[config.mk]
export PLATFORM = sky130hd
export DESIGN_NAME = iom_io_default
export DESIGN_NICKNAME = d
export VERILOG_FILES = /design/src/rtl/iom_sync3.v /design/src/rtl/iom_mode_sel.v /design/src/rtl/iom_io_default.v
export VERILOG_INCLUDE_DIRS = /design/src /design/src/include
export SDC_FILE = /design/constraint.sdc
export NUM_CORES = 1
export LEC_CHECK = 0
export ABC_AREA = 0
export BUFFER_PORTS_ARGS = -buffer_cell sky130_fd_sc_hd__buf_2
export CAP_MARGIN = 20
export CORE_MARGIN = 2
export CORE_UTILIZATION = 53
export DETAILED_ROUTE_END_ITERATION = 8
export HOLD_SLACK_MARGIN = 0.06
export PLACE_DENSITY = 0.8
export SLEW_MARGIN = 20
export SYNTH_ARGS = -nofsm -noshare
export SYNTH_HDL_FRONTEND = slang
export SYNTH_HIERARCHICAL = 1
export SYNTH_SLANG_ARGS = --single-unit
[constraint.sdc]
create_clock -name sys_clk_i -period 1.9 [get_ports sys_clk_i]
set_input_delay 0.285 -clock sys_clk_i [delete_from_list [all_inputs] [get_ports sys_clk_i]]
set_output_delay 0.285 -clock sys_clk_i [all_outputs]
set_load 0.05 [all_outputs]
[src/include/iom_defines.vh]
`ifndef IOM_DEFINES_VH
`define IOM_DEFINES_VH
// Register indices on the plain register port.
`define IOM_ADDR_W 4
`define IOM_REG_LINE_DIR 4'h0
`define IOM_REG_LINE_OUT 4'h1
`define IOM_REG_LINE_PU 4'h2
`define IOM_REG_LINE_PD 4'h3
`define IOM_REG_LINE_IN 4'h4
`define IOM_REG_CTRL 4'h5
`define IOM_REG_MODE 4'h6
// Number of general lines handled (index 0..31).
`define IOM_NLINES 32
// Line numbers of the special lines.
`define IOM_LINE_OTA 7
`define IOM_LINE_TX 21
`define IOM_LINE_RX 22
`define IOM_LINE_RTS 23
`define IOM_LINE_CTS 24
`define IOM_LINE_AUTORUN 28
// Reset defaults: direction 1 = output.
`define IOM_DIR_RST 32'h00A00000
`define IOM_OUT_RST 32'h00200000
`define IOM_PU_RST 32'h624FFF7F
`define IOM_PD_RST 32'h01000080
// Lines that exist as general digital lines.
`define IOM_LINE_MASK 32'h63EFFFFF
// Edges counted after reset release before the straps are taken.
`define IOM_MODE_SETTLE 3'h6
// Control register bit positions.
`define IOM_CTRL_SERIAL_OPEN 0
`define IOM_CTRL_SCRIPT_STORED 1
`define IOM_CTRL_MODE_RESAMPLE 2
// Mode codes.
`define IOM_MODE_COMMAND 2'h0
`define IOM_MODE_AUTORUN 2'h1
`define IOM_MODE_BRIDGE 2'h2
`define IOM_MODE_DEV 2'h3
`endif

[src/rtl/iom_sync3.v]
`timescale 1ns/1ps
`default_nettype none
// Three-stage pin synchroniser; output moves when stages two and three agree.
module iom_sync3
(
   input wire sys_clk_i,
   input wire rst_i,
   input wire pin_i,
   output reg level_o
);
   reg s1;
   reg s2;
   reg s3;
   // Shift the pin through three flip-flops and filter on the last two.
   always @(posedge sys_clk_i)
   begin
      if (rst_i)
      begin
         s1 <= 1'b0;
         s2 <= 1'b0;
         s3 <= 1'b0;
         level_o <= 1'b0;
      end
      else
      begin
         s1 <= pin_i;
         s2 <= s1;
         s3 <= s2;
         if (s2 == s3)
            level_o <= s3;
      end
   end
endmodule // iom_sync3
`default_nettype wire

[src/rtl/iom_mode_sel.v]
`timescale 1ns/1ps
`default_nettype none
`include "iom_defines.vh"
// Captures the straps after reset release and decides the operating mode.
module iom_mode_sel
(
   input wire sys_clk_i,
   input wire rst_i,
   input wire resample_i,
   input wire ota_sel_i,
   input wire autorun_select_n_i,
   input wire script_stored_i,
   output reg [1:0] mode_o,
   output reg ota_dl_en_o,
   output reg mode_valid_o
);
   // Straps are caught once the synchronisers have settled.
   reg [2:0] settle;
   reg [1:0] next_mode;
   always @*
   begin
      // bridge mode
      if (ota_sel_i && autorun_select_n_i)
         next_mode = `IOM_MODE_BRIDGE;
      // autorun start
      else if (!autorun_select_n_i && script_stored_i)
         next_mode = `IOM_MODE_AUTORUN;
      // command default
      else if (!script_stored_i)
         next_mode = `IOM_MODE_COMMAND;
      // development mode
      else
         next_mode = `IOM_MODE_DEV;
   end
   // Hold the decision until the next reset or resample request.
   always @(posedge sys_clk_i)
   begin
      if (rst_i || resample_i)
      begin
         settle <= 3'h0;
         mode_valid_o <= 1'b0;
         mode_o <= `IOM_MODE_COMMAND;
         ota_dl_en_o <= 1'b0;
      end
      else if (settle != `IOM_MODE_SETTLE)
         settle <= settle + 3'h1;
      else if (!mode_valid_o)
      begin
         // sample synchronised straps
         mode_o <= next_mode;
         // download when high
         ota_dl_en_o <= ota_sel_i;
         mode_valid_o <= 1'b1;
      end
   end
endmodule // iom_mode_sel
`default_nettype wire

[src/rtl/iom_io_default.v]
`timescale 1ns/1ps
`default_nettype none
`include "iom_defines.vh"
// Function
// Reset restores every line's default function, direction and pull.
// Transmit-capable line defaults to output driven high.
// Request-to-send line defaults to output driven low.
// Receive-capable line defaults to input with pull-up.
// Clear-to-send line defaults to input with pull-down.
// Over-the-air select defaults input pull-down; high enables download.
// Both straps high bridges serial to wireless service, commands stop.
// Outside party holds external reset low at least 100 ms.
// Autorun select low plus stored script starts script at reset.
// Autorun select at ground is run mode, at supply is development.
// Autorun select has no pull; outside party must drive it.
// Without stored script the device starts in command mode.
// Pull settings refused on lines with an alternate function active.
// Handshake lines are asserted at low level.
// Serial data lines idle high.
// Default inputs start with pull-up; software may disable it.
// Opening serial switches four lines; closing returns general function.
// Autorun script keeps four serial lines general until opened.
// Controller makes its own chip select from a spare line.
// Straps pass a synchroniser before sampling after reset.
module iom_io_default
(
   input wire sys_clk_i,
   input wire rst_i,
   input wire [3:0] addr_i,
   input wire [31:0] wdata_i,
   input wire wr_i,
   input wire rd_i,
   output reg [31:0] rdata_o,
   input wire [31:0] line_in_i,
   output wire [31:0] line_out_o,
   output wire [31:0] line_oe_o,
   output wire [31:0] line_pu_o,
   output wire [31:0] line_pd_o,
   input wire ser_tx_i,
   input wire ser_rts_n_i,
   output reg ser_rx_o,
   output reg ser_cts_n_o,
   output wire serial_active_o,
   output wire [1:0] mode_o,
   output wire mode_valid_o,
   output wire ota_dl_en_o,
   output wire bridge_o
);
   // Software-visible configuration.
   reg [31:0] dir;
   reg [31:0] dout;
   reg [31:0] pu;
   reg [31:0] pd;
   reg serial_open;
   reg script_stored;
   reg resample;
   wire [31:0] sync_in;
   wire [31:0] alt_mask;
   wire [31:0] pu_w;
   wire [31:0] pd_w;
   wire [31:0] eff_dir;
   wire [31:0] eff_out;
   wire [31:0] ctrl_rd;

   // Returns a mask with one bit set for each of the four serial-capable lines.
   function [31:0] iom_serial_mask;
      input dummy;
      begin
         iom_serial_mask = 32'h0;
         iom_serial_mask[`IOM_LINE_TX] = 1'b1;
         iom_serial_mask[`IOM_LINE_RX] = 1'b1;
         iom_serial_mask[`IOM_LINE_RTS] = 1'b1;
         iom_serial_mask[`IOM_LINE_CTS] = 1'b1;
      end
   endfunction

   // Every input line passes its own synchroniser.
   genvar g;
   generate
      for (g = 0; g < `IOM_NLINES; g = g + 1)
      begin : g_sync
         iom_sync3 u_sync
         (
            .sys_clk_i(sys_clk_i),
            .rst_i(rst_i),
            .pin_i(line_in_i[g]),
            .level_o(sync_in[g])
         );
      end
   endgenerate

   // serial function select
   assign alt_mask = serial_open ? iom_serial_mask(1'b0) : 32'h0;
   assign serial_active_o = serial_open;

   // Mode decision from synchronised straps.
   iom_mode_sel u_mode
   (
      .sys_clk_i(sys_clk_i),
      .rst_i(rst_i),
      .resample_i(resample),
      .ota_sel_i(sync_in[`IOM_LINE_OTA]),
      .autorun_select_n_i(sync_in[`IOM_LINE_AUTORUN]),
      .script_stored_i(script_stored),
      .mode_o(mode_o),
      .ota_dl_en_o(ota_dl_en_o),
      .mode_valid_o(mode_valid_o)
   );
   assign bridge_o = mode_valid_o && (mode_o == `IOM_MODE_BRIDGE);

   // refuse pull writes
   assign pu_w = (pu & alt_mask) | (wdata_i & ~alt_mask & `IOM_LINE_MASK);
   assign pd_w = (pd & alt_mask) | (wdata_i & ~alt_mask & `IOM_LINE_MASK);

   // Register writes; reset restores all defaults.
   always @(posedge sys_clk_i)
   begin
      // restore defaults
      if (rst_i)
      begin
         // tx out high
         // rts out low
         dir <= `IOM_DIR_RST;
         dout <= `IOM_OUT_RST;
         // rx pull-up
         // cts pull-down
         // input pull-ups
         pu <= `IOM_PU_RST;
         pd <= `IOM_PD_RST;
         // serial stays closed
         serial_open <= 1'b0;
         script_stored <= 1'b0;
         resample <= 1'b0;
      end
      else
      begin
         resample <= wr_i && (addr_i == `IOM_REG_CTRL) && wdata_i[`IOM_CTRL_MODE_RESAMPLE];
         if (wr_i)
         begin
            case (addr_i)
               `IOM_REG_LINE_DIR: dir <= wdata_i & `IOM_LINE_MASK & ~(32'h1 << `IOM_LINE_AUTORUN);
               `IOM_REG_LINE_OUT: dout <= wdata_i & `IOM_LINE_MASK;
               `IOM_REG_LINE_PU: pu <= pu_w;
               `IOM_REG_LINE_PD: pd <= pd_w;
               `IOM_REG_CTRL:
               begin
                  serial_open <= wdata_i[`IOM_CTRL_SERIAL_OPEN];
                  script_stored <= wdata_i[`IOM_CTRL_SCRIPT_STORED];
               end
               default: ;
            endcase
         end
      end
   end

   // While serial is open the tx and rts lines are driven by the port.
   assign eff_dir = (dir & ~alt_mask) | (alt_mask & ((32'h1 << `IOM_LINE_TX) |
                    (32'h1 << `IOM_LINE_RTS)));
   // tx idles high
   // rts active low
   assign eff_out = (dout & ~alt_mask) |
                    (serial_open ? (({31'h0, ser_tx_i} << `IOM_LINE_TX) |
                    ({31'h0, ser_rts_n_i} << `IOM_LINE_RTS)) : 32'h0);
   assign line_oe_o = eff_dir;
   assign line_out_o = eff_out;
   // Pulls are released on lines given to the serial port.
   assign line_pu_o = pu & ~alt_mask & ~eff_dir;
   assign line_pd_o = pd & ~alt_mask & ~eff_dir;

   // Serial receive and clear-to-send; idle when closed.
   always @(posedge sys_clk_i)
   begin
      if (rst_i)
      begin
         ser_rx_o <= 1'b1;
         ser_cts_n_o <= 1'b1;
      end
      else
      begin
         // rx idles high
         ser_rx_o <= serial_open ? sync_in[`IOM_LINE_RX] : 1'b1;
         // cts active low
         ser_cts_n_o <= serial_open ? sync_in[`IOM_LINE_CTS] : 1'b1;
      end
   end

   assign ctrl_rd = {29'h0, 1'b0, script_stored, serial_open};

   // Read data stand in the cycle after the read strobe.
   always @(posedge sys_clk_i)
   begin
      if (rst_i)
         rdata_o <= 32'h0;
      else if (rd_i)
      begin
         case (addr_i)
            `IOM_REG_LINE_DIR: rdata_o <= dir;
            `IOM_REG_LINE_OUT: rdata_o <= dout;
            `IOM_REG_LINE_PU: rdata_o <= pu;
            `IOM_REG_LINE_PD: rdata_o <= pd;
            `IOM_REG_LINE_IN: rdata_o <= sync_in & `IOM_LINE_MASK;
            `IOM_REG_CTRL: rdata_o <= ctrl_rd;
            `IOM_REG_MODE: rdata_o <= {28'h0, ota_dl_en_o, mode_valid_o, mode_o};
            default: rdata_o <= 32'h0;
         endcase
      end
      else
         rdata_o <= 32'h0;
   end
endmodule // iom_io_default
`default_nettype wire

---- Word-level counts from Yosys, hierarchy flattened ----
Cells that the tools add are included.
W data, S select, Z words.
word-level totals
  register bits after elaboration ......... 274
  word-level logic and storage cells ...... 205
  input bits .............................. 74
  output and inout bits ................... 168
cells by class
  equality and inequality tests ........... 36
  muxes and demuxes ....................... 6
  add/sub/neg operators ................... 1
  bitwise logic cells ..................... 20
  reduce and logical (&&, ||, !) cells .... 16
operators with widths
  cell                   count
  $pmux W32 S7           1
  $and A32 B32 Y32       4
  $and A31 B32 Y32       2
  $and A32 B25 Y32       2
  $or A32 B24 Y32        2
  $or A32 B31 Y32        2
  $not A25 Y32           1
  $not A32 Y32           1
  $and A31 B31 Y31       1
  $eq A1 B1 Y1           28
  $mux W25               1
  $mux W24               1
  $or A22 B24 Y24        1
  $eq A4 B3 Y1 const B   3
  $reduce_and A2 Y1      6
  $eq A4 B2 Y1 const B   2
  $mux W2                3
  $logic_and A1 B1 Y1    5
  $eq A4 B1 Y1 const B   1
  $logic_not A4 Y1       1
  $not A1 Y1             4
  $reduce_or A2 Y1       2
  $add A3 B1 Y3 const B  1
  $ne A3 B3 Y1 const B   1
  3 further kinds        3

---- Longest topological paths before layout ----
Gate-level depths: netlist (run 1).
  depth after elaboration ................. 6
  mapped depth ............................ 8
  depth with buffers taken out ............ 5

---- Hierarchy ----
Netlist (run 1), hierarchy kept.
by module, submodules not included
  module          cells each  area an instance (µm²)  times used
  iom_io_default  800         6677.7                  1
  iom_sync3       10          112.6                   28
  iom_mode_sel    34          307.8                   1

---- Least setup slack after synthesis (run 1) ----
OpenSTA, ideal clock, no wires.
  path kind ............................... register -> output
  from .................................... register serial_open, in the netlist serial_active_o
  to ...................................... output line_pd_o[22]
  required time ........................... 1.615 ns
  data arrival time ....................... 2.125 ns
  path slack .............................. -0.510 ns
  cell stages (with the launch flop) ...... 4
  cells stage by stage .................... dfxtp_1 > clkbuf_1 > clkbuf_1 > nor3b_1
between the ends
  longest elaborated chain between the ends .. 6
ends and longest elaborated chain
  element                   RTL line                                    RTL
  start: declaration        iom_io_default.v:54                         reg serial_open;
  start signal: assignment  iom_io_default.v:147                        serial_open <= wdata_i[`IOM_CTRL_SERIAL_OPEN];
  $mux W25 *                iom_io_default.v:93                         assign alt_mask = serial_open ? iom_serial_mask(1'b0) : 32'h0;
  $not A25 Y32 *            iom_io_default.v:157, iom_io_default.v:168
  $and A31 B32 Y32          iom_io_default.v:157                        assign eff_dir = (dir & ~alt_mask) | (alt_mask & ((32'h1 << `IOM_LINE_TX) |
  $or A32 B24 Y32           iom_io_default.v:157
  $not A32 Y32              iom_io_default.v:168                        assign line_pd_o = pd & ~alt_mask & ~eff_dir;
  $and A32 B32 Y32 *        iom_io_default.v:168
  end: declaration          iom_io_default.v:38                         output wire [31:0] line_pd_o,
Mark *: on every way between the ends. The rest lies on a longest branch, timed or not.

---- Worst setup path in the final report (run 1) ----
  from .................................... register serial_open, in the netlist serial_active_o
  to ...................................... output line_pd_o[21]
between the ends
  longest elaborated chain between the ends .. 6
ends and longest elaborated chain
  element             RTL line
  $mux W25 *          iom_io_default.v:93
  $not A25 Y32        iom_io_default.v:157, iom_io_default.v:168
  $and A31 B32 Y32    iom_io_default.v:157
  $or A32 B24 Y32     iom_io_default.v:157
  $not A32 Y32        iom_io_default.v:168
  $and A32 B32 Y32 *  iom_io_default.v:168
Marked as above.

==> results of run 1 <==
cell usage in the layout, fill, tap and decap left out, types with 3 or more instances in the layout:
cell / netlist / final
inv_1: 7 / 7
a222oi_1: 11 / 11
nand3b_1: 26 / 26
clkbuf_8: 0 / 6
a22oi_1: 13 / 13
clkbuf_16: 0 / 27
bufinv_16: 0 / 3
buf_2: 17 / 204
a21oi_1: 113 / 113
buf_4: 71 / 40
nor2b_1: 139 / 139
buf_12: 0 / 4
nand2b_1: 3 / 3
dfxtp_1: 259 / 258
nor2_2: 0 / 3
nor3_1: 7 / 5
nand2_1: 240 / 240
o21ai_1: 28 / 28
mux2i_1: 14 / 14
mux4_2: 11 / 11
clkbuf_1: 33 / 7
mux2_2: 19 / 19
conb_1: 1 / 25
nor3b_2: 0 / 4
clkinv_2: 0 / 3
nor2_4: 0 / 4
o21ai_0: 3 / 3
a22o_1: 11 / 11
nand3_1: 4 / 4
dlygate4sd3_1: 0 / 54
nor2_1: 46 / 39
nor3_2: 3 / 5
cell families (layout without fill, tap and decap cells):
logic type	count (synthesis)	after routing
DFF	259	259
other	1	26
muxes	44	44
AOI/OAI and AO/OA	188	188
xor gates and xnor gates	1	1
adders and majority gates	2	2
buffers and inverters	132	358
and+or+nand+nor	487	487
timing repair:
item,CTS,global route
hold buffers,54,0
endpoints found under the hold margin,124,0
resized for setup,3,2
setup endpoints to repair,1,2
pin swaps,0,0
per-stage QoR:
| stage | power, W | setup WS [ps] | TNS, ps |
|---|---|---|---|
| 2_1_floorplan | 0.00638 | -98.7 | -613 |
| 3_3_place_gp | 0.00662 | 116 | 0 |
| 3_5_place_dp | 0.00664 | 60.0 | 0 |
| 4_1_cts | 0.0119 | 7.63 | 0 |
| 5_1_grt | 0.0123 | 1.09 | 0 |
| 6_report | 0.0119 | 47.1 | 0 |
state kept, by name, summed over array words and instances (netlist names), named ones only:
signal	cells
g_sync.u_sync/level_o	28
g_sync.u_sync/s1	28
g_sync.u_sync/s2	28
g_sync.u_sync/s3	28
dir	27
dout	27
rdata_o	27
pd	23
pu	23
u_mode/settle	3
u_mode/mode_o	2
resample	1
script_stored	1
ser_cts_n_o	1
ser_rx_o	1
serial_active_o	1
u_mode/mode_valid_o	1
u_mode/ota_dl_en_o	1
final timing paths:
check                           start                  end  slack [ps]  cells after the start
setup / recovery      serial_active_o        line_pd_o[21]          50                      3
hold / removal             wdata_i[0]              dout[0]          90                      3
setup reg to reg      serial_active_o             register         640                      5
hold reg to reg   g_sync[9].u_sync/s1  g_sync[9].u_sync/s2         430                      1
worst max-delay path, stage by stage (launching register included):
cell and delay (ps):
dfxtp_4 360, or2_2 340, nor2_4 90, buf_2 260
power groups by stage:
stage / sequential, W / combinational, W / clock, W
after CTS: 0.00562 / 0.000990 / 0.00532
after floorplan: 0.00573 / 0.000645 / 0
final: 0.00562 / 0.00100 / 0.00525
after detailed placement: 0.00574 / 0.000900 / 0
after global placement: 0.00573 / 0.000886 / 0
after global routing: 0.00563 / 0.00106 / 0.00557
area by class of cell:
cell class / count / area, um2 / share of cell area [%]
Antenna cell: 1 / 2.50 / 0.0198
Clock buffer: 40 / 785 / 6.19
Clock inverter: 6 / 105 / 0.830
Inverter: 7 / 26.3 / 0.207
Multi-Input combinational cell: 747 / 4300 / 33.9
Sequential cell: 259 / 5190 / 41.0
Tap cell: 234 / 293 / 2.31
Timing Repair Buffer: 305 / 1970 / 15.6
layer usage:
metal	vias up	global-route usage (%)
met5	-	0
met4	0	7.92
met3	53	4.78
li1	4077	-
met2	402	42.6
met1	3976	32.8
==> impl_metrics.env, run 1 <==
export IMPL_status="finished clean"
export IMPL_clkTransAtPathRegs_ps=60
export IMPL_met2_length_mm=12.7
export IMPL_n_fill_cell=1424
export IMPL_instances_no_fill=1599
export IMPL_root_buffer="clkbuf_16"
export IMPL_internal_power_w=0.00914
export IMPL_drv_slew=0
export IMPL_antenna_left=0
export IMPL_vdd_ir_drop_max_mv=0.703
export IMPL_fin_nets=1422
export IMPL_hold_slack_ps=89.0
export IMPL_max_freq_mhz=540
export IMPL_yosysMostFrequentCell="dfxtp_1"
export IMPL_firstDrtPassIters=7
export IMPL_hold_class="in2reg"
export IMPL_drive_gt1_share_pct=25.3
export IMPL_max_slew_margin_rel_pct=31.6
export IMPL_routabilityCongestion=0.833
export IMPL_antenna_found_initial=1
export IMPL_worst_pin_slew_ps=1030
export IMPL_cts_setup_buffers=0
export IMPL_synthSimpleGateAreaFrac_pct=23.6
export IMPL_synth_ff_type="dfxtp_1"
export IMPL_overflow=0
export IMPL_drtIter0Drc=630
export IMPL_wl_mm=26.5
export IMPL_die_w_um=142
export IMPL_vias=8508
export IMPL_yosysWarnings=6
export IMPL_drc=0
export IMPL_core_area_um2=18800
export IMPL_yosys_top_cells_area="dfxtp_1 (51%), nand2_1 (8.9%), nor2b_1 (8.6%), a21oi_1 (5.6%), buf_4 (5.3%)"
export IMPL_grt_pass1_vias=8033
export IMPL_stdcell_area_um2=12700
export IMPL_synth_cells=1114
export IMPL_yosysTopAreaCell="dfxtp_1"
export IMPL_rows=50
export IMPL_p_switching_w=0.00272
export IMPL_grt_pass1_wl_mm=40.7
export IMPL_power_density_nw_per_um2=936
export IMPL_critPathArrivalTime_ps=1570
export IMPL_switching_share_pct=23.0
export IMPL_synth_top_area_share_pct=51.1
export IMPL_start_util_pct=54.0
export IMPL_syn_area_per_cell_um2=9.10
export IMPL_synth_area_mux_share_pct=5.94
export IMPL_clkLatencyLatePin_ps=520
export IMPL_synth_compound_area_share_pct=10.9
export IMPL_p_leak_nw=5.33
export IMPL_syn_to_final_growth_pct=25.0
export IMPL_grt_usage_pct=25.2
export IMPL_synth_edff_count=0
export IMPL_htree_levels=1
export IMPL_place_inst=1498
export IMPL_die_y_um=142
export IMPL_drv_cap=0
export IMPL_layout_min_cycle_time_ps=1850
export IMPL_pwr_share_clk_pct=44.2
export IMPL_required_ps=1620
export IMPL_end_kind="output port"
export IMPL_synthArstFlopShare_pct=0
export IMPL_met1_length_mm=11.1
export IMPL_cts_path_max_buffers=3
export IMPL_seq_area_frac_synth_pct=51.1
export IMPL_clock_skew_ps=14.9
export IMPL_portBuffers=207
export IMPL_clock_sinks=259
export IMPL_vias_per_cell=5.32
export IMPL_synth_top_family_by_area="simple AND/OR/NAND/NOR gates"
export IMPL_ios=242
export IMPL_tritoncts="yes"
export IMPL_synth_fa_ha_area_share_pct=0.247
export IMPL_grt_max_degree=105
export IMPL_yosys_top_cells_count="dfxtp_1 (259), nand2_1 (240), nor2b_1 (139)"
export IMPL_post_route_util_pct=67.5
export IMPL_p_seq_share_pct=47.4
export IMPL_combPwrFrac_pct=8.4
export IMPL_finalCritPeriodShare_pct=97.5
export IMPL_place_hpwl_mm=17.5
export IMPL_placed_area_um2=11200
export IMPL_dr_max_layer_used="met4"
export IMPL_dieArea_um2=20300
export IMPL_ys_types=43
export IMPL_avgRoutedWirePerCell_um=16.6
export IMPL_path_class="reg2out"
export IMPL_setup_viol=0
export IMPL_crit_fanout=5
export IMPL_rsz0062_at_grt="false"
export IMPL_synth_xor_area_share_pct=0.0864
export IMPL_cts_made_buffers=26
export IMPL_critPathLaunchType="register"
export IMPL_ys_ff_latch=259
export IMPL_dr_wl_met3_mm=2.12
export IMPL_hold_viol_final=0
export IMPL_synth_area_um2=10100
No activity file was read; power rests on OpenSTA's default activity.
==> run 2: changes to the inputs <==
--- a/config.mk
+++ b/config.mk
@@ -7,10 +7,11 @@
 export NUM_CORES = 1
 export LEC_CHECK = 0
 export ABC_AREA = 0
-export BUFFER_PORTS_ARGS = -buffer_cell sky130_fd_sc_hd__buf_2
+export BUFFER_PORTS_ARGS = -buffer_cell sky130_fd_sc_hd__clkbuf_2
 export CAP_MARGIN = 20
 export CORE_MARGIN = 2
 export CORE_UTILIZATION = 53
+export CTS_BUF_LIST = sky130_fd_sc_hd__clkbuf_8 sky130_fd_sc_hd__clkbuf_16
 export DETAILED_ROUTE_END_ITERATION = 8
 export HOLD_SLACK_MARGIN = 0.06
 export PLACE_DENSITY = 0.8
==> run 2 against run 1 <==
  * Clock skew down 1.4 ps
  * Maximum frequency up 1.9%
  * First-iteration DRC count unchanged
  * Non-clock buffer count unchanged
  * Sequential power about the same
  * Setup slack better by 35 ps
  * Final area up 0.24%
  * Register-to-register slack about the same
  * Via count up 0.58%
  * Total power down 2.2%
  * Global-route usage up 0.44 points
  * Flip-flop and latch count unchanged
==> impl_metrics.env, run 2 (same netlist as run 1, synthesis figures left out) <==
export IMPL_layout_common_cells="dfxtp_1 (258), nand2_1 (240), clkbuf_2 (200)"
export IMPL_place_inst=1497
export IMPL_max_freq_mhz=550
export IMPL_grt_usage_pct=25.7
export IMPL_place_hpwl_mm=17.3
export IMPL_crit_fanout=7
export IMPL_portBuffers=207
export IMPL_wl_mm=26.8
export IMPL_grt_pass1_wl_mm=41.7
export IMPL_routabilityCongestion=0.848
export IMPL_die_y_um=142
export IMPL_clkTransAtPathRegs_ps=60
export IMPL_cts_setup_buffers=0
export IMPL_drtIter0Drc=630
export IMPL_syn_to_final_growth_pct=25.3
export IMPL_vdd_ir_drop_max_mv=0.576
export IMPL_htree_levels=1
export IMPL_r2r_cells=5
export IMPL_layout_min_cycle_time_ps=1820
export IMPL_min_from="rst_i"
export IMPL_hold_class="in2reg"
export IMPL_core_area_um2=18800
export IMPL_hold_viol_final=0
export IMPL_worst_pin_slew_ps=1080
export IMPL_vias=8557
export IMPL_met1_length_mm=10.8
export IMPL_firstDrtPassIters=5
export IMPL_status="finished clean"
export IMPL_setup_viol=0
export IMPL_power_density_nw_per_um2=914
export IMPL_holdPathStages=2
export IMPL_drc=0
export IMPL_worstReg2RegStart="serial_active_o"
export IMPL_critPathLaunchType="register"
export IMPL_start_util_pct=54.0
export IMPL_root_buffer="clkbuf_16"
export IMPL_path_class="reg2out"
export IMPL_rsz0062_at_grt="false"
export IMPL_dr_max_layer_used="met4"
export IMPL_finalCritPeriodShare_pct=95.7
export IMPL_p_total_w=0.0116
export IMPL_cts_path_max_buffers=3
export IMPL_drv_slew=0
export IMPL_grt_pass1_vias=8173
export IMPL_ff2ff_setup_slack_ps=650
export IMPL_met2_length_mm=13.0
export IMPL_drv_cap=0
export IMPL_rows=50
export IMPL_fin_nets=1422
export IMPL_end_kind="output port"
export IMPL_clock_sinks=259
export IMPL_overflow=0
export IMPL_antenna_found_initial=0
export IMPL_clock_skew_ps=13.5
export IMPL_tritoncts="yes"
export IMPL_dieArea_um2=20300
export IMPL_required_ps=1620
export IMPL_p_leak_nw=5.28
export IMPL_max_slew_margin_rel_pct=27.5
export IMPL_drive_gt1_share_pct=25.3
export IMPL_post_route_util_pct=67.7
export IMPL_antenna_left=0
export IMPL_vias_per_cell=5.36
export IMPL_critPathArrivalTime_ps=1530
export IMPL_hold_slack_ps=133
export IMPL_n_antenna_cell=0
export IMPL_avgRoutedWirePerCell_um=16.8
export IMPL_instances_no_fill=1596
export IMPL_clkLatencyLatePin_ps=530
export IMPL_die_w_um=142
export IMPL_cts_made_buffers=26
export IMPL_final_common_cell="dfxtp_1"
export IMPL_ios=242
export IMPL_grt_max_degree=86
export IMPL_dr_wl_met3_mm=2.42
run 2: cell count changes in the layout (fill, tap and decap cells not counted), sizes merged:
cell / delta
buf: -205
bufinv: -2
clkbuf: +197
clkinvlp: +2
diode: -1
dlygate4sd3: +1
inv: +5
run 2: final cells by class:
class,count,area (um2)
sequential,259,5190
tap,234,293
inverter,7,26.3
timing repair buffer,305,2060
fill,1449,6070
clock buffer,33,758
multi-input combinational,747,4300
clock inverter,11,78.8
run 2: critical path, stage by stage (launching register included):
cell and delay (ps):
dfxtp_2 360, or2_2 340, nor2_4 90, clkbuf_4 230
run 2: per-stage QoR:
stage	area [um2]	setup slack (ps)	setup TNS, ps
after CTS	12700	2.79	0
final	12700	82.3	0
after global routing	12700	28.0	0
after floorplan	10300	-98.7	-613
after global placement	11300	42.8	0
after detailed placement	11300	-6.45	-6.45
run 2: how the worst max path moves through the flow:
stage,slack (ps),startpoint,end,cells after the start
after floorplan,-100,serial_active_o,line_oe_o[22],3
after global placement,40,addr_i[3],rdata_o[12],5
after detailed placement,-6,addr_i[3],rdata_o[17],5
after CTS,3,serial_active_o,line_out_o[23],2
after global routing,30,serial_active_o,line_pu_o[23],3
final,80,serial_active_o,line_pu_o[21],3
run 2: power by group:
| group | switching (W) | leakage (nW) | internal, W | total (W) |
|---|---|---|---|---|
| Combinational | 0.000646 | 2.75 | 0.000371 | 0.00102 |
| Clock | 0.00205 | 0.429 | 0.00292 | 0.00497 |
| Sequential | 0.0000696 | 2.11 | 0.00555 | 0.00562 |
run 2: metal layers:
layer  track usage [%]  vias up
li1                  -     4076
met1              33.4     4015
met2              43.7      402
met3              4.61       64
met4              7.82        0
met5                 0        -
run 2: repair_timing:
item	4_1_cts	5_1_grt
hold endpoints to repair	121	0
hold buffers	55	0
setup endpoints to repair	4	9
gates resized for setup	4	7
